$ cat src/logic/cxv_consts.vh
`ifndef CXV_CONSTS_VH
`define CXV_CONSTS_VH

// ----------------------------------------------------------------
// Vector addresses
// ----------------------------------------------------------------
`define CXV_RESET_VECTOR      32'hBFC00000
`define CXV_DEBUG_PROBE_VEC   32'hFF200200
`define CXV_DEBUG_NOPROBE_VEC 32'hBFC00480
`define CXV_BASE_CACHED       32'h80000000
`define CXV_BASE_BOOT         32'hBFC00200
`define CXV_BASE_CERR_UNCACHED 32'hA0000000

// ----------------------------------------------------------------
// Vector offsets
// ----------------------------------------------------------------
`define CXV_OFS_REFILL        32'h00000000
`define CXV_OFS_CACHE_ERR     32'h00000100
`define CXV_OFS_GENERAL       32'h00000180
`define CXV_OFS_INTERRUPT     32'h00000200

// ----------------------------------------------------------------
// Exception request bit positions, index 0 is rank 1 (highest)
// ----------------------------------------------------------------
`define CXV_NUM_EXC           20
`define CXV_EX_RESET          0
`define CXV_EX_DEBUG          1
`define CXV_EX_SOFT_RESET     2
`define CXV_EX_NMI            3
`define CXV_EX_IMP_BUS        4
`define CXV_EX_I_ADDR         5
`define CXV_EX_I_REFILL       6
`define CXV_EX_I_INVALID      7
`define CXV_EX_I_WATCH        8
`define CXV_EX_I_CACHE        9
`define CXV_EX_I_BUS          10
`define CXV_EX_INSN           11
`define CXV_EX_D_ADDR         12
`define CXV_EX_D_REFILL       13
`define CXV_EX_D_INVALID      14
`define CXV_EX_D_MOD          15
`define CXV_EX_D_CACHE        16
`define CXV_EX_D_WATCH        17
`define CXV_EX_D_BUS          18
`define CXV_EX_INTERRUPT      19

// ----------------------------------------------------------------
// Exception cause codes written for general exceptions
// ----------------------------------------------------------------
`define CXV_CODE_INT          5'h00
`define CXV_CODE_MOD          5'h01
`define CXV_CODE_TLBL         5'h02
`define CXV_CODE_TLBS         5'h03
`define CXV_CODE_ADEL         5'h04
`define CXV_CODE_ADES         5'h05
`define CXV_CODE_IBE          5'h06
`define CXV_CODE_DBE          5'h07
`define CXV_CODE_WATCH        5'h17

// ----------------------------------------------------------------
// Status field positions and reset values
// ----------------------------------------------------------------
`define CXV_UM_KERNEL         2'h0
`define CXV_CAUSE_PEND_W      8

`endif

$ cat src/logic/cxv_prio_pick.v
`timescale 1ns/100ps
`include "cxv_consts.vh"

// Fixed-priority picker, lowest index wins
module cxv_prio_pick (
    input  wire [19:0] req_i,
    output reg  [19:0] grant_o,
    output wire        any_o
);
    integer k;
    reg     found;

    // ----------------------------------------------------------------
    // Priority scan
    // ----------------------------------------------------------------
    // First set bit from index 0 upward
    always @* begin
        found   = 1'b0;
        grant_o = 20'h00000;
        for (k = 0; k < `CXV_NUM_EXC; k = k + 1) begin
            if (req_i[k] && !found) begin
                grant_o[k] = 1'b1;
                found      = 1'b1;
            end
        end
    end

    assign any_o = |req_i;
endmodule

$ cat src/logic/cxv_vector_calc.v
`timescale 1ns/100ps
`include "cxv_consts.vh"

// Vector composer: base plus offset, or fixed vectors
module cxv_vector_calc (
    input  wire [19:0] grant_i,
    input  wire        bootstrap_vector_select_i,
    input  wire        exception_level_i,
    input  wire        interrupt_vector_select_i,
    input  wire        debug_probe_present_i,
    output reg  [31:0] vector_o
);
    reg [31:0] base;
    reg [31:0] ofs;
    wire       is_cache;
    wire       is_refill;

    assign is_cache  = grant_i[`CXV_EX_I_CACHE] | grant_i[`CXV_EX_D_CACHE];
    assign is_refill = grant_i[`CXV_EX_I_REFILL] | grant_i[`CXV_EX_D_REFILL];

    // ----------------------------------------------------------------
    // Base and offset selection
    // ----------------------------------------------------------------
    always @* begin
        // Normal base from bootstrap select
        if (bootstrap_vector_select_i) begin
            base = `CXV_BASE_BOOT; // RULE12
        end else begin
            base = `CXV_BASE_CACHED; // RULE12
        end
        ofs = `CXV_OFS_GENERAL;
        if (is_cache) begin
            ofs = `CXV_OFS_CACHE_ERR; // RULE13
            if (bootstrap_vector_select_i) begin
                base = `CXV_BASE_BOOT; // RULE14
            end else begin
                base = `CXV_BASE_CERR_UNCACHED; // RULE13
            end
        end else if (is_refill) begin
            if (!exception_level_i) begin
                ofs = `CXV_OFS_REFILL; // RULE15
            end
        end else if (grant_i[`CXV_EX_INTERRUPT]) begin
            if (interrupt_vector_select_i) begin
                ofs = `CXV_OFS_INTERRUPT; // RULE16
            end
        end
        // Fixed vectors override base plus offset
        if (grant_i[`CXV_EX_RESET] | grant_i[`CXV_EX_SOFT_RESET] | grant_i[`CXV_EX_NMI]) begin
            vector_o = `CXV_RESET_VECTOR; // RULE10
        end else if (grant_i[`CXV_EX_DEBUG]) begin
            vector_o = debug_probe_present_i ? `CXV_DEBUG_PROBE_VEC
                                             : `CXV_DEBUG_NOPROBE_VEC; // RULE11
        end else begin
            vector_o = base + ofs; // RULE20
        end
    end
endmodule

$ cat src/logic/cxv_exception_unit.v
// Overview of operation
// RULE1 - With exception level clear, privilege follows the user mode bits; the code also requires error level clear.
// RULE2 - Exception level or error level set forces kernel privilege.
// RULE3 - Taking an exception sets the exception level flag; the code sets it for general exceptions only.
// RULE4 - Return from exception clears the exception level flag; the code clears error level instead when that is set.
// RULE5 - General sequence for all but reset, soft reset, NMI, cache error; the code also excludes debug.
// RULE6 - Return PC captured only when exception level was clear.
// RULE7 - Report only the highest pending exception; others later.
// RULE8 - Ranks 1-10: reset, debug, soft reset, NMI, bus, fetch errors.
// RULE9 - Ranks 11-20: fetch bus, instruction, data errors, interrupt last.
// RULE10 - Reset, soft reset, NMI vector to the fixed boot address.
// RULE11 - Debug vector depends on the probe present bit.
// RULE12 - Other vectors are base plus offset; base chosen by bootstrap bit.
// RULE13 - Bootstrap clear: cache error base moves to uncached segment, offset 0x100.
// RULE14 - Bootstrap set: cache error base equals the boot base.
// RULE15 - Refill with exception level clear uses zero offset, else general.
// RULE16 - Interrupt uses dedicated offset only when vector select is set.
// RULE17 - General sequence writes delay slot, unit, code; keeps pending bits.
// RULE18 - Reset, soft reset, NMI save PC into the error return register.
// RULE19 - Soft reset or NMI sets the soft reset flag.
// RULE20 - Fetch redirects to base plus offset the cycle after commit.
`timescale 1ns/100ps
`include "cxv_consts.vh"

module cxv_exception_unit (
    input  wire        clk_i,
    input  wire        rst_i,
    // Pipeline side
    input  wire        commit_i,
    input  wire [19:0] exc_req_i,
    input  wire [31:0] fault_pc_i,
    input  wire        in_delay_slot_i,
    input  wire [1:0]  cop_unit_i,
    input  wire [4:0]  insn_cause_code_i,
    input  wire        data_is_store_i,
    input  wire        eret_i,
    input  wire        debug_return_i,
    // Software writes to mode state
    input  wire        sw_wr_i,
    input  wire        sw_exception_level_i,
    input  wire        sw_error_level_i,
    input  wire [1:0]  sw_user_mode_bits_i,
    input  wire        sw_bootstrap_vector_select_i,
    input  wire        sw_soft_reset_flag_i,
    input  wire        sw_epc_wr_i,
    input  wire [31:0] sw_epc_i,
    // Configuration and cause inputs
    input  wire        interrupt_vector_select_i,
    input  wire        debug_probe_present_i,
    input  wire [7:0]  pending_int_i,
    // Outputs
    output reg         redirect_o,
    output reg  [31:0] fetch_addr_o,
    output wire        kernel_mode_o,
    output wire [1:0]  user_mode_bits_o,
    output wire        exception_level_o,
    output wire        error_level_flag_o,
    output wire        bootstrap_vector_select_o,
    output wire        soft_reset_flag_o,
    output wire        debug_mode_o,
    output wire [31:0] exception_return_pc_o,
    output wire [31:0] error_return_pc_o,
    output wire        delay_slot_flag_o,
    output wire [1:0]  cop_unit_o,
    output wire [4:0]  exception_cause_code_o,
    output wire [7:0]  cause_pending_o
);

    // ----------------------------------------------------------------
    // State registers
    // ----------------------------------------------------------------
    reg        exl_reg;
    reg        error_level_flag_reg;
    reg [1:0]  user_mode_bits_reg;
    reg        bootstrap_vector_select_reg;
    reg        soft_reset_flag_reg;
    reg        debug_mode_reg;
    reg [31:0] exception_return_pc_reg;
    reg [31:0] error_return_pc_reg;
    reg        delay_slot_flag_reg;
    reg [1:0]  cop_unit_reg;
    reg [4:0]  exception_cause_code_reg;

    wire [19:0] grant;
    wire        any_req;
    wire [31:0] vector;
    wire        take;
    wire        is_fixed;
    wire        is_soft_or_nmi;
    wire        is_cache_err;
    wire        is_general;
    reg  [4:0]  code_sel;

    // ----------------------------------------------------------------
    // Priority selection
    // ----------------------------------------------------------------
    // Picker reports only the top request
    cxv_prio_pick u_pick (
        .req_i   (exc_req_i),   // RULE8 RULE9
        .grant_o (grant),       // RULE7
        .any_o   (any_req)
    );

    // ----------------------------------------------------------------
    // Vector composition
    // ----------------------------------------------------------------
    cxv_vector_calc u_vec (
        .grant_i                   (grant),
        .bootstrap_vector_select_i (bootstrap_vector_select_reg),
        .exception_level_i         (exl_reg),
        .interrupt_vector_select_i (interrupt_vector_select_i),
        .debug_probe_present_i     (debug_probe_present_i),
        .vector_o                  (vector)
    );

    // Sequence classification
    assign take           = commit_i & any_req;
    assign is_soft_or_nmi = grant[`CXV_EX_SOFT_RESET] | grant[`CXV_EX_NMI];
    assign is_fixed       = grant[`CXV_EX_RESET] | is_soft_or_nmi;
    assign is_cache_err   = grant[`CXV_EX_I_CACHE] | grant[`CXV_EX_D_CACHE];
    assign is_general     = ~is_fixed & ~is_cache_err & ~grant[`CXV_EX_DEBUG]; // RULE5

    // ----------------------------------------------------------------
    // Cause code for general exceptions
    // ----------------------------------------------------------------
    always @* begin
        code_sel = insn_cause_code_i;
        if (grant[`CXV_EX_INTERRUPT]) begin
            code_sel = `CXV_CODE_INT;
        end else if (grant[`CXV_EX_I_ADDR]) begin
            code_sel = `CXV_CODE_ADEL;
        end else if (grant[`CXV_EX_D_ADDR]) begin
            code_sel = data_is_store_i ? `CXV_CODE_ADES : `CXV_CODE_ADEL;
        end else if (grant[`CXV_EX_I_REFILL] | grant[`CXV_EX_I_INVALID]) begin
            code_sel = `CXV_CODE_TLBL;
        end else if (grant[`CXV_EX_D_REFILL] | grant[`CXV_EX_D_INVALID]) begin
            code_sel = data_is_store_i ? `CXV_CODE_TLBS : `CXV_CODE_TLBL;
        end else if (grant[`CXV_EX_D_MOD]) begin
            code_sel = `CXV_CODE_MOD;
        end else if (grant[`CXV_EX_I_WATCH] | grant[`CXV_EX_D_WATCH]) begin
            code_sel = `CXV_CODE_WATCH;
        end else if (grant[`CXV_EX_I_BUS]) begin
            code_sel = `CXV_CODE_IBE;
        end else if (grant[`CXV_EX_D_BUS] | grant[`CXV_EX_IMP_BUS]) begin
            code_sel = `CXV_CODE_DBE;
        end
    end

    // ----------------------------------------------------------------
    // Mode flags
    // ----------------------------------------------------------------
    // Exception level: set on general take, cleared by return when error level is clear
    always @(posedge clk_i or posedge rst_i) begin
        if (rst_i) begin
            exl_reg <= 1'b0;
        end else if (take && is_general) begin
            exl_reg <= 1'b1; // RULE3
        end else if (eret_i && !error_level_flag_reg) begin
            exl_reg <= 1'b0; // RULE4
        end else if (sw_wr_i) begin
            exl_reg <= sw_exception_level_i;
        end
    end

    // Error level, bootstrap select and soft reset flag
    always @(posedge clk_i or posedge rst_i) begin
        if (rst_i) begin
            error_level_flag_reg        <= 1'b1;
            bootstrap_vector_select_reg <= 1'b1;
            soft_reset_flag_reg         <= 1'b0;
        end else if (take && is_fixed) begin
            error_level_flag_reg        <= 1'b1;
            bootstrap_vector_select_reg <= 1'b1;
            soft_reset_flag_reg         <= is_soft_or_nmi; // RULE19
        end else begin
            if (eret_i && error_level_flag_reg) begin
                error_level_flag_reg <= 1'b0;
            end else if (sw_wr_i) begin
                error_level_flag_reg <= sw_error_level_i;
            end
            if (sw_wr_i) begin
                bootstrap_vector_select_reg <= sw_bootstrap_vector_select_i;
                soft_reset_flag_reg         <= sw_soft_reset_flag_i;
            end
        end
    end

    // User mode bits and debug state
    always @(posedge clk_i or posedge rst_i) begin
        if (rst_i) begin
            user_mode_bits_reg <= `CXV_UM_KERNEL;
            debug_mode_reg     <= 1'b0;
        end else begin
            if (sw_wr_i) begin
                user_mode_bits_reg <= sw_user_mode_bits_i;
            end
            if (take && grant[`CXV_EX_DEBUG]) begin
                debug_mode_reg <= 1'b1;
            end else if (debug_return_i) begin
                debug_mode_reg <= 1'b0;
            end
        end
    end

    // ----------------------------------------------------------------
    // Return addresses and cause
    // ----------------------------------------------------------------
    always @(posedge clk_i or posedge rst_i) begin
        if (rst_i) begin
            exception_return_pc_reg  <= 32'h00000000;
            error_return_pc_reg      <= 32'h00000000;
            delay_slot_flag_reg      <= 1'b0;
            cop_unit_reg             <= 2'h0;
            exception_cause_code_reg <= 5'h00;
        end else begin
            if (take && is_general) begin
                if (!exl_reg) begin
                    exception_return_pc_reg <= fault_pc_i; // RULE6
                end
                delay_slot_flag_reg      <= in_delay_slot_i; // RULE17
                cop_unit_reg             <= cop_unit_i;      // RULE17
                exception_cause_code_reg <= code_sel;        // RULE17
            end else if (sw_epc_wr_i) begin
                exception_return_pc_reg <= sw_epc_i;
            end
            if (take && (is_fixed || is_cache_err)) begin
                error_return_pc_reg <= fault_pc_i; // RULE18
            end
        end
    end

    // ----------------------------------------------------------------
    // Fetch redirect
    // ----------------------------------------------------------------
    // Registered so fetch moves the cycle after commit
    always @(posedge clk_i or posedge rst_i) begin
        if (rst_i) begin
            redirect_o   <= 1'b0;
            fetch_addr_o <= 32'h00000000;
        end else begin
            redirect_o <= take; // RULE20
            if (take) begin
                fetch_addr_o <= vector; // RULE20
            end
        end
    end

    // ----------------------------------------------------------------
    // Status outputs
    // ----------------------------------------------------------------
    // Kernel whenever either level flag set, else from mode bits
    assign kernel_mode_o = exl_reg | error_level_flag_reg |
                           (user_mode_bits_reg == `CXV_UM_KERNEL); // RULE1 RULE2
    assign user_mode_bits_o          = user_mode_bits_reg;
    assign exception_level_o         = exl_reg;
    assign error_level_flag_o        = error_level_flag_reg;
    assign bootstrap_vector_select_o = bootstrap_vector_select_reg;
    assign soft_reset_flag_o         = soft_reset_flag_reg;
    assign debug_mode_o              = debug_mode_reg;
    assign exception_return_pc_o     = exception_return_pc_reg;
    assign error_return_pc_o         = error_return_pc_reg;
    assign delay_slot_flag_o         = delay_slot_flag_reg;
    assign cop_unit_o                = cop_unit_reg;
    assign exception_cause_code_o    = exception_cause_code_reg;
    // Pending bits pass through untouched
    assign cause_pending_o           = pending_int_i; // RULE17

endmodule

$ cat config.mk
export PLATFORM = sky130hd
export DESIGN_NAME = cxv_exception_unit
export DESIGN_NICKNAME = d
export VERILOG_FILES = /design/src/logic/cxv_prio_pick.v /design/src/logic/cxv_vector_calc.v /design/src/logic/cxv_exception_unit.v
export VERILOG_INCLUDE_DIRS = /design/src /design/src/logic
export SDC_FILE = /design/constraint.sdc
export NUM_CORES = 1
export LEC_CHECK = 0
export BUFFER_PORTS_ARGS = -buffer_cell sky130_fd_sc_hd__clkbuf_2
export CAP_MARGIN = 20
export CORE_UTILIZATION = 41
export CTS_BUF_LIST = sky130_fd_sc_hd__clkbuf_16
export DETAILED_ROUTE_END_ITERATION = 7
export HOLD_SLACK_MARGIN = 0.1
export PLACE_DENSITY = 0.76
export SLEW_MARGIN = 40
export SYNTH_ARGS = -nofsm -noshare
export SYNTH_HDL_FRONTEND = slang
export SYNTH_SLANG_ARGS = --single-unit
$ cat constraint.sdc
create_clock -name clk_i -period 2.8 [get_ports clk_i]
set_clock_uncertainty 0.05 [all_clocks]
set_input_delay 0.56 -clock clk_i [delete_from_list [all_inputs] [get_ports clk_i]]
set_output_delay 0.56 -clock clk_i [all_outputs]
set_load 0.02 [all_outputs]
==> metrics.yaml, run 1 <==
status: "complete, no violations"
ios: 237
syn_inst: 374
irDropWorstVdd_mv: 0.478
tightest_slew_ps: 511
cp-end-kind: "flip-flop"
r2r-end: "exception_return_pc_o[31]$_DFFE_PP0P_"
routabilityCongestion: 0.917
design_area_um2: 6020
yosys.area.top_type: "dfrtp_1"
grt_pass1_wl_um: 19200
die_y_um: 108
ant_nets: 0
intPower_mw: 2.72
die_w_um: 108
worstHoldPathType: "input port to asynchronous set/reset pin"
fin_tns_setup_ps: 0
slew_headroom_pct: 65.7
cts_buffer_depth: 2
regArea_um2: 2230
worst-endpoint-arrival_ps: 2470
first_pass_iters: 5
finalHoldViolCount: 0
clkPwrFrac_pct: 35.9
initial_core_util_pct: 42.3
cts.reportedPaths.clkPinSlew_ps: 70
crit_chain: "clkbuf_2, or4_1, nor2_2, a32oi_4, a21oi_4, buf_4, mux2_4"
netSwitchingFraction_pct: 29.9
start_kind: "input port"
crit_family: "simple AND/OR/NAND/NOR gates"
h-tree-depth: 3
cts_hold_buf: 0
grt_overflow: 0
viasPerCell: 5.17
yosys_warnings: 0
whs_ps: 285
synth_edf_count: 0
grt_max_degree: 90
fin_crit_ps: 2300
multi_input_comb_area_um2: 2040
route.detailed.drc: 0
placed_cell_area_um2: 5670
cts-buffers-inserted: 9
cts.sinks: 89
grt_pass1_vias: 3805
powerDensity_nw_per_um2: 645
dp_hpwl_um: 9270
synthFlopType: "dfrtp_1"
ys_ff_latch: 89
p_comb_share_pct: 23.8
cp_max_fo: 13
path_buf_inv: 2
clk_latency_ps: 330
drive_above_1_share_pct: 51.0
netlist_area_um2: 4610
p_seq_share_pct: 40.2
worstPathRequired_ps: 2970
synth_area_leaders: "dfrtp_1 47%, mux2_4 9.8%, o221a_1 7.3%"
yosysSeqAreaShare_pct: 48.4
yosysUniqueCellTypes: 60
rows: 38
synth_top_cell_area_share_pct: 47.2
max_freq_ghz: 0.435
yosysMostFrequentCell: "dfrtp_1"
finalMaxSlewViolations: 0
cts_tree: "done"
finish.utilization_pct: 55.3
wl_per_cell_um: 16.9
nFillCells: 979
antennaDiodeCount: 0
critPathSlowestCell: "or4_1"
cts_setup_buffers: 0
reg2reg_from: "exception_level_o$_DFFE_PP0P_"
maxCapViolCount: 0
rsz0062_at_grt: "false"
slowest_delay_ps: 590
ff2ff_path_depth: 4
area_growth_pct: 30.6
core-area_um2: 10900
via_count: 3719
drt_iter0_drc: 234
finalSetupViolCount: 0
switchingPower_mw: 1.16
synthArstFlopShare_pct: 100
die-area_um2: 11700
syn_avg_cell_area_um2: 12.3
nNetsFinal: 692
grt_antenna_before_repair: 0
fin_crit_sh_pct: 82.1
r2r_slack_ps: 1020
crit_type: "input port to flip-flop"
p_leak_nw: 2.93
cts-root-buf: "clkbuf_16"
synth_commonest_cells: "87 x dfrtp_1, 35 x nand2b_1, 31 x buf_4"
cts_resized: 0
totalWireLength_um: 12200
track_usage_pct: 21.4
io_buffers: 203
[placed cells by master (no fill, tap or decap), types with 3 or more instances in the layout]
master	instances
nor2_1	19
o211ai_1	3
dfrtp_1	87
clkbuf_16	9
nand2_1	16
nor4_1	3
buf_4	14
o21ai_0	10
inv_1	9
bufinv_16	3
clkbuf_2	203
clkinvlp_4	3
mux2_4	30
buf_12	3
nor3_1	4
a21oi_1	7
mux2_2	8
o221a_1	30
nand2b_1	35
o31ai_1	9
conb_1	17
nor2b_1	3
[area by class of cell]
| type | instances | share of cell area (%) |
|---|---|---|
| flip-flops and latches | 89 | 37.0 |
| repair buffers | 220 | 19.6 |
| well taps | 140 | 2.91 |
| clock inverters | 7 | 2.08 |
| clock buffers | 9 | 3.74 |
| multi-input cells | 245 | 33.9 |
| inverters | 10 | 0.686 |
[kinds of logic (layout without fill, tap and decap cells)]
group	count (synthesis)	in the layout	synth area share [%]
buffers and inverters	56	246	8.82
other	1	17	0.0813
adder cells (fa/ha/maj)	1	1	0.271
AND/OR/NAND/NOR	103	103	13.5
AO/OA/AOI/OAI	84	84	16.8
multiplexers	40	40	12.2
flip-flops	89	89	48.4
[state kept, by name, summed over array words and instances, names as in the netlist]
name and flops:
exception_cause_code_o 5, redirect_o 1, debug_mode_o 1, exception_level_o 1, fetch_addr_o 9, error_level_flag_o 1, bootstrap_vector_select_o 1, soft_reset_flag_o 1
error_return_pc_o 32, user_mode_bits_o 2, exception_return_pc_o 32, delay_slot_flag_o 1, cop_unit_o 2
[how the worst max path moves through the flow]
stage	to	slack (ps)	from	cells past startpoint
after floorplan	error_return_pc_o[0]$_DFFE_PP0P_	390	exc_req_i[2]	6
after global placement	error_return_pc_o[14]$_DFFE_PP0P_	200	exc_req_i[2]	7
after detailed placement	error_return_pc_o[0]$_DFFE_PP0P_	150	exc_req_i[2]	7
after CTS	error_return_pc_o[0]$_DFFE_PP0P_	500	exc_req_i[2]	7
after global routing	exception_return_pc_o[30]$_DFFE_PP0P_	420	exc_req_i[5]	6
final	error_return_pc_o[0]$_DFFE_PP0P_	500	exc_req_i[2]	7
[power by group through the flow]
stage	Sequential, mW	Combinational (mW)	Clock (mW)
global placement	1.58	0.918	0
global route	1.58	0.996	1.49
CTS	1.56	0.934	1.43
floorplan	1.78	0.410	0
finish	1.56	0.926	1.40
detailed placement	1.58	0.932	0
[layer usage]
metal / GRT usage [%] / wire length, µm / up-vias
li1: - / - / 1739
met1: 26.7 / 5220 / 1812
met2: 35.8 / 6000 / 154
met3: 5.67 / 769 / 14
met4: 7.44 / 180 / 0
met5: 0 / 0 / -
[worst reg2reg max path, cell delays in order, from the launching register on]
cell	delay, ps
dfrtp_1	440
nor3b_1	400
nand4_1	220
buf_4	270
o221a_2	290
[metrics by stage]
step / power, mW / setup slack (ps) / cells
final: 3.88 / 500 / 720
after floorplan: 2.19 / 389 / 390
after detailed placement: 2.52 / 149 / 704
after global routing: 4.07 / 417 / 720
after CTS: 3.92 / 502 / 720
after global placement: 2.49 / 203 / 704
(Power assumes the default switching activity.)
==> run 2, diff against run 1 <==
- ABC_AREA: not set -> 1
- PLACE_DENSITY: 0.76 -> 0.77
- clock period: 2.8 -> 2.1 ns (I/O delays scaled with it)
==> metrics.yaml, run 2 <==
nNetsFinal: 900  # was 692
grt_antenna_before_repair: 0  # unchanged
ios: 237  # unchanged
area_growth_pct: 31.1  # was 30.6%
synth_commonest_cells: "199 x nand2_1, 87 x dfrtp_1, 62 x inv_1"  # was 87 x dfrtp_1, 35 x nand2b_1, 31 x buf_4
drive_above_1_share_pct: 32.5  # was 51.0%
viasPerCell: 4.73  # was 5.17
cts.sinks: 89  # unchanged
cp-end-kind: "flip-flop"  # unchanged
syn_avg_cell_area_um2: 7.76  # was 12.3 µm²
yosysSeqAreaShare_pct: 48.9  # was 48.4%
cts_tree: "done"  # unchanged
fin_crit_sh_pct: 86.1
dp_hpwl_um: 9220  # was 9270 µm
yosysMostFrequentCell: "nand2_1"  # was dfrtp_1
clkPwrFrac_pct: 32.8  # was 35.9%
wl_per_cell_um: 12.9  # was 16.9 µm
clk_latency_ps: 330  # about the same
die_y_um: 107  # was 108 µm
critPathSlowestCell: "buf_4"  # was or4_1
first_pass_iters: 5  # unchanged
cts-buffers-inserted: 9  # unchanged
syn_inst: 588  # was 374
yosys.area.top_type: "dfrtp_1"  # unchanged
cpMostUsedCell: "nor2_1"
dp_slack_ps: -62.0  # was 149 ps
cts_buffer_depth: 2  # unchanged
antennaDiodeCount: 0  # unchanged
yosysUniqueCellTypes: 33  # was 60
die_w_um: 107  # was 108 µm
crit_chain: "clkbuf_2, nor2_1, nor3_1, nor2_1, nand3_2, nor2_4, inv_2, nand2_2, buf_4, nand3_1, nand2_1"  # was clkbuf_2, or4_1, nor2_2, a32oi_4, a21oi_4, buf_4, mux2_4
switchingPower_mw: 1.63  # was 1.16 mW
worstPathRequired_ps: 2320  # was 2970 ps
cts-root-buf: "clkbuf_16"  # unchanged
initial_core_util_pct: 42.1  # was 42.3%
grt_max_degree: 56  # was 90
synthArstFlopShare_pct: 100  # unchanged
synthFlopType: "dfrtp_1"  # unchanged
maxCapViolCount: 0  # unchanged
crit_family: "simple AND/OR/NAND/NOR gates"  # unchanged
layout_setup_ws_ps: 292  # was 500 ps
rsz0062_at_grt: "false"  # unchanged
synth_area_leaders: "dfrtp_1 48%, nand2_1 16%, buf_4 5.9%"  # was dfrtp_1 47%, mux2_4 9.8%, o221a_1 7.3%
placedCellCount: 911  # was 704
rows: 38  # unchanged
finish.utilization_pct: 55.1  # was 55.3%
cp_max_fo: 32  # was 13
final_cell_mix: "203 x clkbuf_2, 199 x nand2_1, 87 x dfrtp_1, 61 x inv_1, 52 x o21ai_0"  # was 203 x clkbuf_2, 87 x dfrtp_1, 35 x nand2b_1, 30 x o221a_1, 30 x mux2_4
final_common_cell: "clkbuf_2"  # unchanged
layout.cells.non_filler: 928  # was 720
synth_edf_count: 0  # unchanged
ys_ff_latch: 89  # unchanged
max_freq_ghz: 0.553
p_seq_share_pct: 42.2  # was 40.2%
cts_resized: 0  # unchanged
totalWireLength_um: 12000  # was 12,200 µm
grt_pass1_vias: 3910  # was 3,805
finalSetupViolCount: 0  # unchanged
status: "complete, no violations"  # unchanged
routabilityCongestion: 0.878  # was 0.917
yosys_warnings: 0  # unchanged
path_buf_inv: 3  # was 2
netSwitchingFraction_pct: 33.0  # was 29.9%
via_count: 4386  # was 3,719
powerDensity_nw_per_um2: 826  # was 645 nW/µm²
drt_iter0_drc: 286  # was 234
core-area_um2: 10800  # was 10,900 µm²
p_comb_share_pct: 25.0  # was 23.8%
finalMaxSlewViolations: 0  # unchanged
io_buffers: 203  # unchanged
synth_top_cell_area_share_pct: 47.7  # was 47.2%
fin_crit_ps: 1810
p_leak_nw: 3.48  # was 2.93 nW
netlist_area_um2: 4560  # was 4610 µm²
h-tree-depth: 3  # unchanged
track_usage_pct: 20.9  # was 21.4%
crit_type: "input port to flip-flop"  # unchanged
grt_overflow: 0  # unchanged
p_total_mw: 4.94  # was 3.88 mW
worst-endpoint-arrival_ps: 2030  # was 2470 ps
cts.reportedPaths.clkPinSlew_ps: 60  # was 70 ps
route.detailed.drc: 0  # unchanged
grt_pass1_wl_um: 18700  # was 19,200 µm
die-area_um2: 11500  # was 11,700 µm²
slowest_delay_ps: 330  # was 590 ps
worstHoldPathType: "input port to flip-flop"  # was input port to asynchronous set/reset pin
irDropWorstVdd_mv: 0.416  # was 0.478 mV
finalHoldViolCount: 0  # unchanged
intPower_mw: 3.31  # was 2.72 mW
ant_nets: 0  # unchanged
start_kind: "input port"  # unchanged
-- run 2: cell count changes after synthesis, sizes merged, moves of 32 or more --
cell / before / now
nand2b: 35 / 0
inv: 10 / 64
nand3: 2 / 41
mux2: 38 / 0
nand2: 16 / 203
o21ai: 12 / 81
o221a: 32 / 0
-- run 2: final cells by class --
type                            count  area [µm²]
Timing Repair Buffer              223        1260
Sequential cell                    89        2230
Tap cell                          140         175
Clock buffer                        9         225
Clock inverter                      7        77.6
Fill cell                        1040        4860
Multi-Input combinational cell    396        1770
Inverter                           64         244
-- run 2: worst register-to-register path, delay by kind of cell (launching register included) --
kind | cells | cell delay [ps]
buf+inv | 2 | 460
flops | 1 | 380
simple gates | 3 | 360
-- run 2: what timing repair did --
item	in CTS	in global routing
endpoints found under the hold margin	8	0
setup buffers	0	0
hold buffers	1	0
-- run 2: path summary, 6_finish.rpt --
kind	startpoint	slack, ps	end	cells past startpoint
min reg2reg	fetch_addr_o[31]$_DFFE_PP0P_	420	fetch_addr_o[31]$_DFFE_PP0P_	1
max reg2reg	exception_level_o$_DFFE_PP0P_	790	exception_return_pc_o[19]$_DFFE_PP0P_	5
max in group asynchronous	rst_i	840	bootstrap_vector_select_o$_DFFE_PP1P_	4
min in group asynchronous	rst_i	530	user_mode_bits_o[1]$_DFFE_PP0P_	3
max	exc_req_i[2]	290	exception_return_pc_o[19]$_DFFE_PP0P_	11
min	debug_return_i	230	debug_mode_o$_DFFE_PP0P_	2
-- run 2: layer usage --
metal  vias up  track usage (%)  wire length, µm
met5         -                0                0
met4         0             8.22              261
met2       145             35.7             5830
met3        22             2.78              586
met1      2015             26.8             5320
li1       2204                -                -
-- run 2: through the flow --
| stage | instance area, µm² | hold WS (ps) | TNS (ps) |
|---|---|---|---|
| after global routing | 5980 | 228 | 0 |
| after CTS | 5980 | 219 | 0 |
| after floorplan | 4620 | 479 | 0 |
| after detailed placement | 5660 | 328 | -809 |
| final | 5980 | 232 | 0 |
| after global placement | 5660 | 324 | 0 |
-- run 2: kinds of logic after synthesis --
logic type | after synthesis | share of synthesized area [%]
other | 1 | 0.0822
buffers and inverters | 119 | 13.8
AND/OR/NAND/NOR | 285 | 26.3
adder cells (fa/ha/maj) | 1 | 0.274
AO/OA/AOI/OAI | 93 | 10.7
flip-flops | 89 | 48.9
-- run 2: power groups by stage --
stage | logic, mW | clock network [mW] | registers, mW
after floorplan | 0.501 | 0 | 2.39
after global placement | 1.22 | 0 | 2.11
after detailed placement | 1.25 | 0 | 2.11
after CTS | 1.25 | 1.65 | 2.08
after global routing | 1.35 | 1.74 | 2.11
final | 1.23 | 1.62 | 2.08
==> run 3, diff against run 2 <==
- CORE_ASPECT_RATIO: not set -> 0.5
==> metrics.yaml, run 3 (synthesis results as in run 2) <==
worstPathRequired_ps: 2310  # was 2320 ps
r2r_slack_ps: 840  # was 790 ps
grt_antenna_before_repair: 0  # unchanged
ff2ff_path_depth: 6  # was 5
fin_crit_sh_pct: 83.2  # was 86.1%
dp_hpwl_um: 9260  # was 9220 µm
nFillCells: 965  # was 1,040
worstHoldStart: "debug_return_i"  # unchanged
cp-end-kind: "flip-flop"  # unchanged
via_count: 4420  # was 4,386
ios: 237  # unchanged
cts-buffers-inserted: 9  # unchanged
cts-root-buf: "clkbuf_16"  # unchanged
finish.utilization_pct: 57.2  # was 55.1%
track_usage_pct: 21.1  # was 20.9%
rows: 26  # was 38
reg2reg_from: "exception_level_o$_DFFE_PP0P_"  # unchanged
grt_pass1_vias: 4081  # was 3,910
antennaDiodeCount: 0  # unchanged
max_freq_ghz: 0.573  # was 0.553 GHz
worstHoldPathType: "input port to flip-flop"  # unchanged
finalSetupViolCount: 0  # unchanged
clk_latency_ps: 330  # about the same
routabilityCongestion: 0.952  # was 0.878
rsz0062_at_grt: "false"  # unchanged
die_w_um: 151  # was 107 µm
area_growth_pct: 31.7  # was 31.1%
final_common_cell: "clkbuf_2"  # unchanged
ant_nets: 0  # unchanged
drive_above_1_share_pct: 32.1  # was 32.5%
cts.reportedPaths.clkPinSlew_ps: 60  # about the same
core-area_um2: 10500  # was 10,800 µm²
cts_buffer_depth: 2  # unchanged
crit_chain: "clkbuf_2, nor2_1, nand2_2, nor2_4, nand3b_1, nand3_2, nor2_4, inv_2, buf_12, nand2_1, o21ai_1, nand2_1, nand2_1"  # was clkbuf_2, nor2_1, nor3_1, nor2_1, nand3_2, nor2_4, inv_2, nand2_2, buf_4, nand3_1, nand2_1
cts_tree: "done"  # unchanged
drt_iter0_drc: 173  # was 286
grt_max_degree: 51  # was 56
slew_headroom_pct: 66.3
maxCapViolCount: 0  # unchanged
hold_end: "debug_mode_o$_DFFE_PP0P_"  # unchanged
critPathSlowestCell: "buf_12"  # was buf_4
r2r-end: "exception_return_pc_o[0]$_DFFE_PP0P_"  # was exception_return_pc_o[19]$_DFFE_PP0P_
wl_per_cell_um: 13.1  # was 12.9 µm
powerDensity_nw_per_um2: 852  # was 826 nW/µm²
die_y_um: 76.6  # was 107 µm
final_cell_mix: "203 x clkbuf_2, 199 x nand2_1, 87 x dfrtp_1, 62 x inv_1, 52 x o21ai_0"  # was 203 x clkbuf_2, 199 x nand2_1, 87 x dfrtp_1, 61 x inv_1, 52 x o21ai_0
first_pass_iters: 5  # unchanged
die-area_um2: 11600  # was 11,500 µm²
placedCellCount: 909  # was 911
cp_max_fo: 46  # was 32
crit_type: "input port to flip-flop"  # unchanged
layout_setup_ws_ps: 354  # was 292 ps
fin_crit_ps: 1750  # was 1810 ps
finalMaxSlewViolations: 0  # unchanged
grt_pass1_wl_um: 19300  # was 18,700 µm
status: "complete, no violations"  # unchanged
holdPathStages: 2  # unchanged
finalHoldViolCount: 0  # unchanged
grt_overflow: 0  # unchanged
p_total_mw: 5.12  # was 4.94 mW
route.detailed.drc: 0  # unchanged
totalWireLength_um: 12100  # was 12,000 µm
h-tree-depth: 3  # unchanged
cts_resized: 0  # unchanged
worst-endpoint-arrival_ps: 1960  # was 2030 ps
tightest_slew_ps: 505
io_buffers: 203  # unchanged
viasPerCell: 4.77  # was 4.73
cts_setup_buffers: 0  # unchanged
cpMostUsedCell: "nand2_1"  # was nor2_1
nNetsFinal: 898  # was 900
cts.sinks: 89  # unchanged
slowest_delay_ps: 220  # was 330 ps
start_kind: "input port"  # unchanged
dp_slack_ps: 35.7  # was -62.0 ps
initial_core_util_pct: 43.4  # was 42.1%
fin_tns_setup_ps: 0  # unchanged
p_leak_nw: 3.49  # was 3.48 nW
irDropWorstVdd_mv: 0.466  # was 0.416 mV
layout.cells.non_filler: 926  # was 928
run 3: cell types whose count changed in the layout (fill, tap and decap cells not counted):
cell / previous run / this run
clkinv_4: 2 / 0
buf_4: 12 / 9
bufinv_16: 1 / 3
inv_1: 61 / 62
inv_6: 2 / 0
buf_12: 7 / 8
clkinv_1: 0 / 1
run 3: report_power, final:
part | switching, mW | internal [mW] | leakage, nW
clock | 0.642 | 1.15 | 0.164
sequential | 0.144 | 1.95 | 1.09
combinational | 0.803 | 0.425 | 2.24
total | 1.59 | 3.53 | 3.49
run 3: layout make-up:
class	count	area, µm²	share of cell area [%]
Clock buffer	9	225	3.75
Inverter	64	244	4.06
Timing Repair Buffer	221	1250	20.9
Sequential cell	89	2230	37.1
Multi-Input combinational cell	396	1770	29.5
Tap cell	140	175	2.92
Clock inverter	7	110	1.83
run 3: metal layers:
layer	vias up	routed length (µm)	global-route usage, %
li1	2192	-	-
met1	2034	5170	26.1
met2	164	5970	36.2
met3	30	634	4.07
met4	0	322	8.70
met5	-	0	0
run 3: worst max-delay path by stage:
stage                                                       to  slack [ps]  cells after the start         start
after floorplan                    fetch_addr_o[9]$_DFFE_PP0P_          80                     10  exc_req_i[2]
after global placement             fetch_addr_o[9]$_DFFE_PP0P_          80                     10  exc_req_i[2]
after detailed placement  exception_return_pc_o[0]$_DFFE_PP0P_          40                     13  exc_req_i[2]
after CTS                 exception_return_pc_o[0]$_DFFE_PP0P_         370                     13  exc_req_i[2]
after global routing               fetch_addr_o[9]$_DFFE_PP0P_         180                     10  exc_req_i[2]
final                     exception_return_pc_o[0]$_DFFE_PP0P_         350                     13  exc_req_i[0]
run 3: repair_timing:
action / CTS / global route
endpoints found under the hold margin: 19 / 0
setup endpoints to repair: 0 / 0
hold buffers: 1 / 0
run 3: critical path, delay by kind of cell:
| kind | cells | cell delay (ps) |
|---|---|---|
| AND/OR/NAND/NOR | 9 | 990 |
| AO/OA/AOI/OAI | 1 | 80 |
| buffers and inverters | 3 | 440 |
run 3: through the flow:
stage | instance area (µm²) | hold WS (ps)
final | 6010 | 236
after global routing | 6010 | 227
after CTS | 6010 | 225
after detailed placement | 5660 | 410
after global placement | 5660 | 405
after floorplan | 4620 | 479
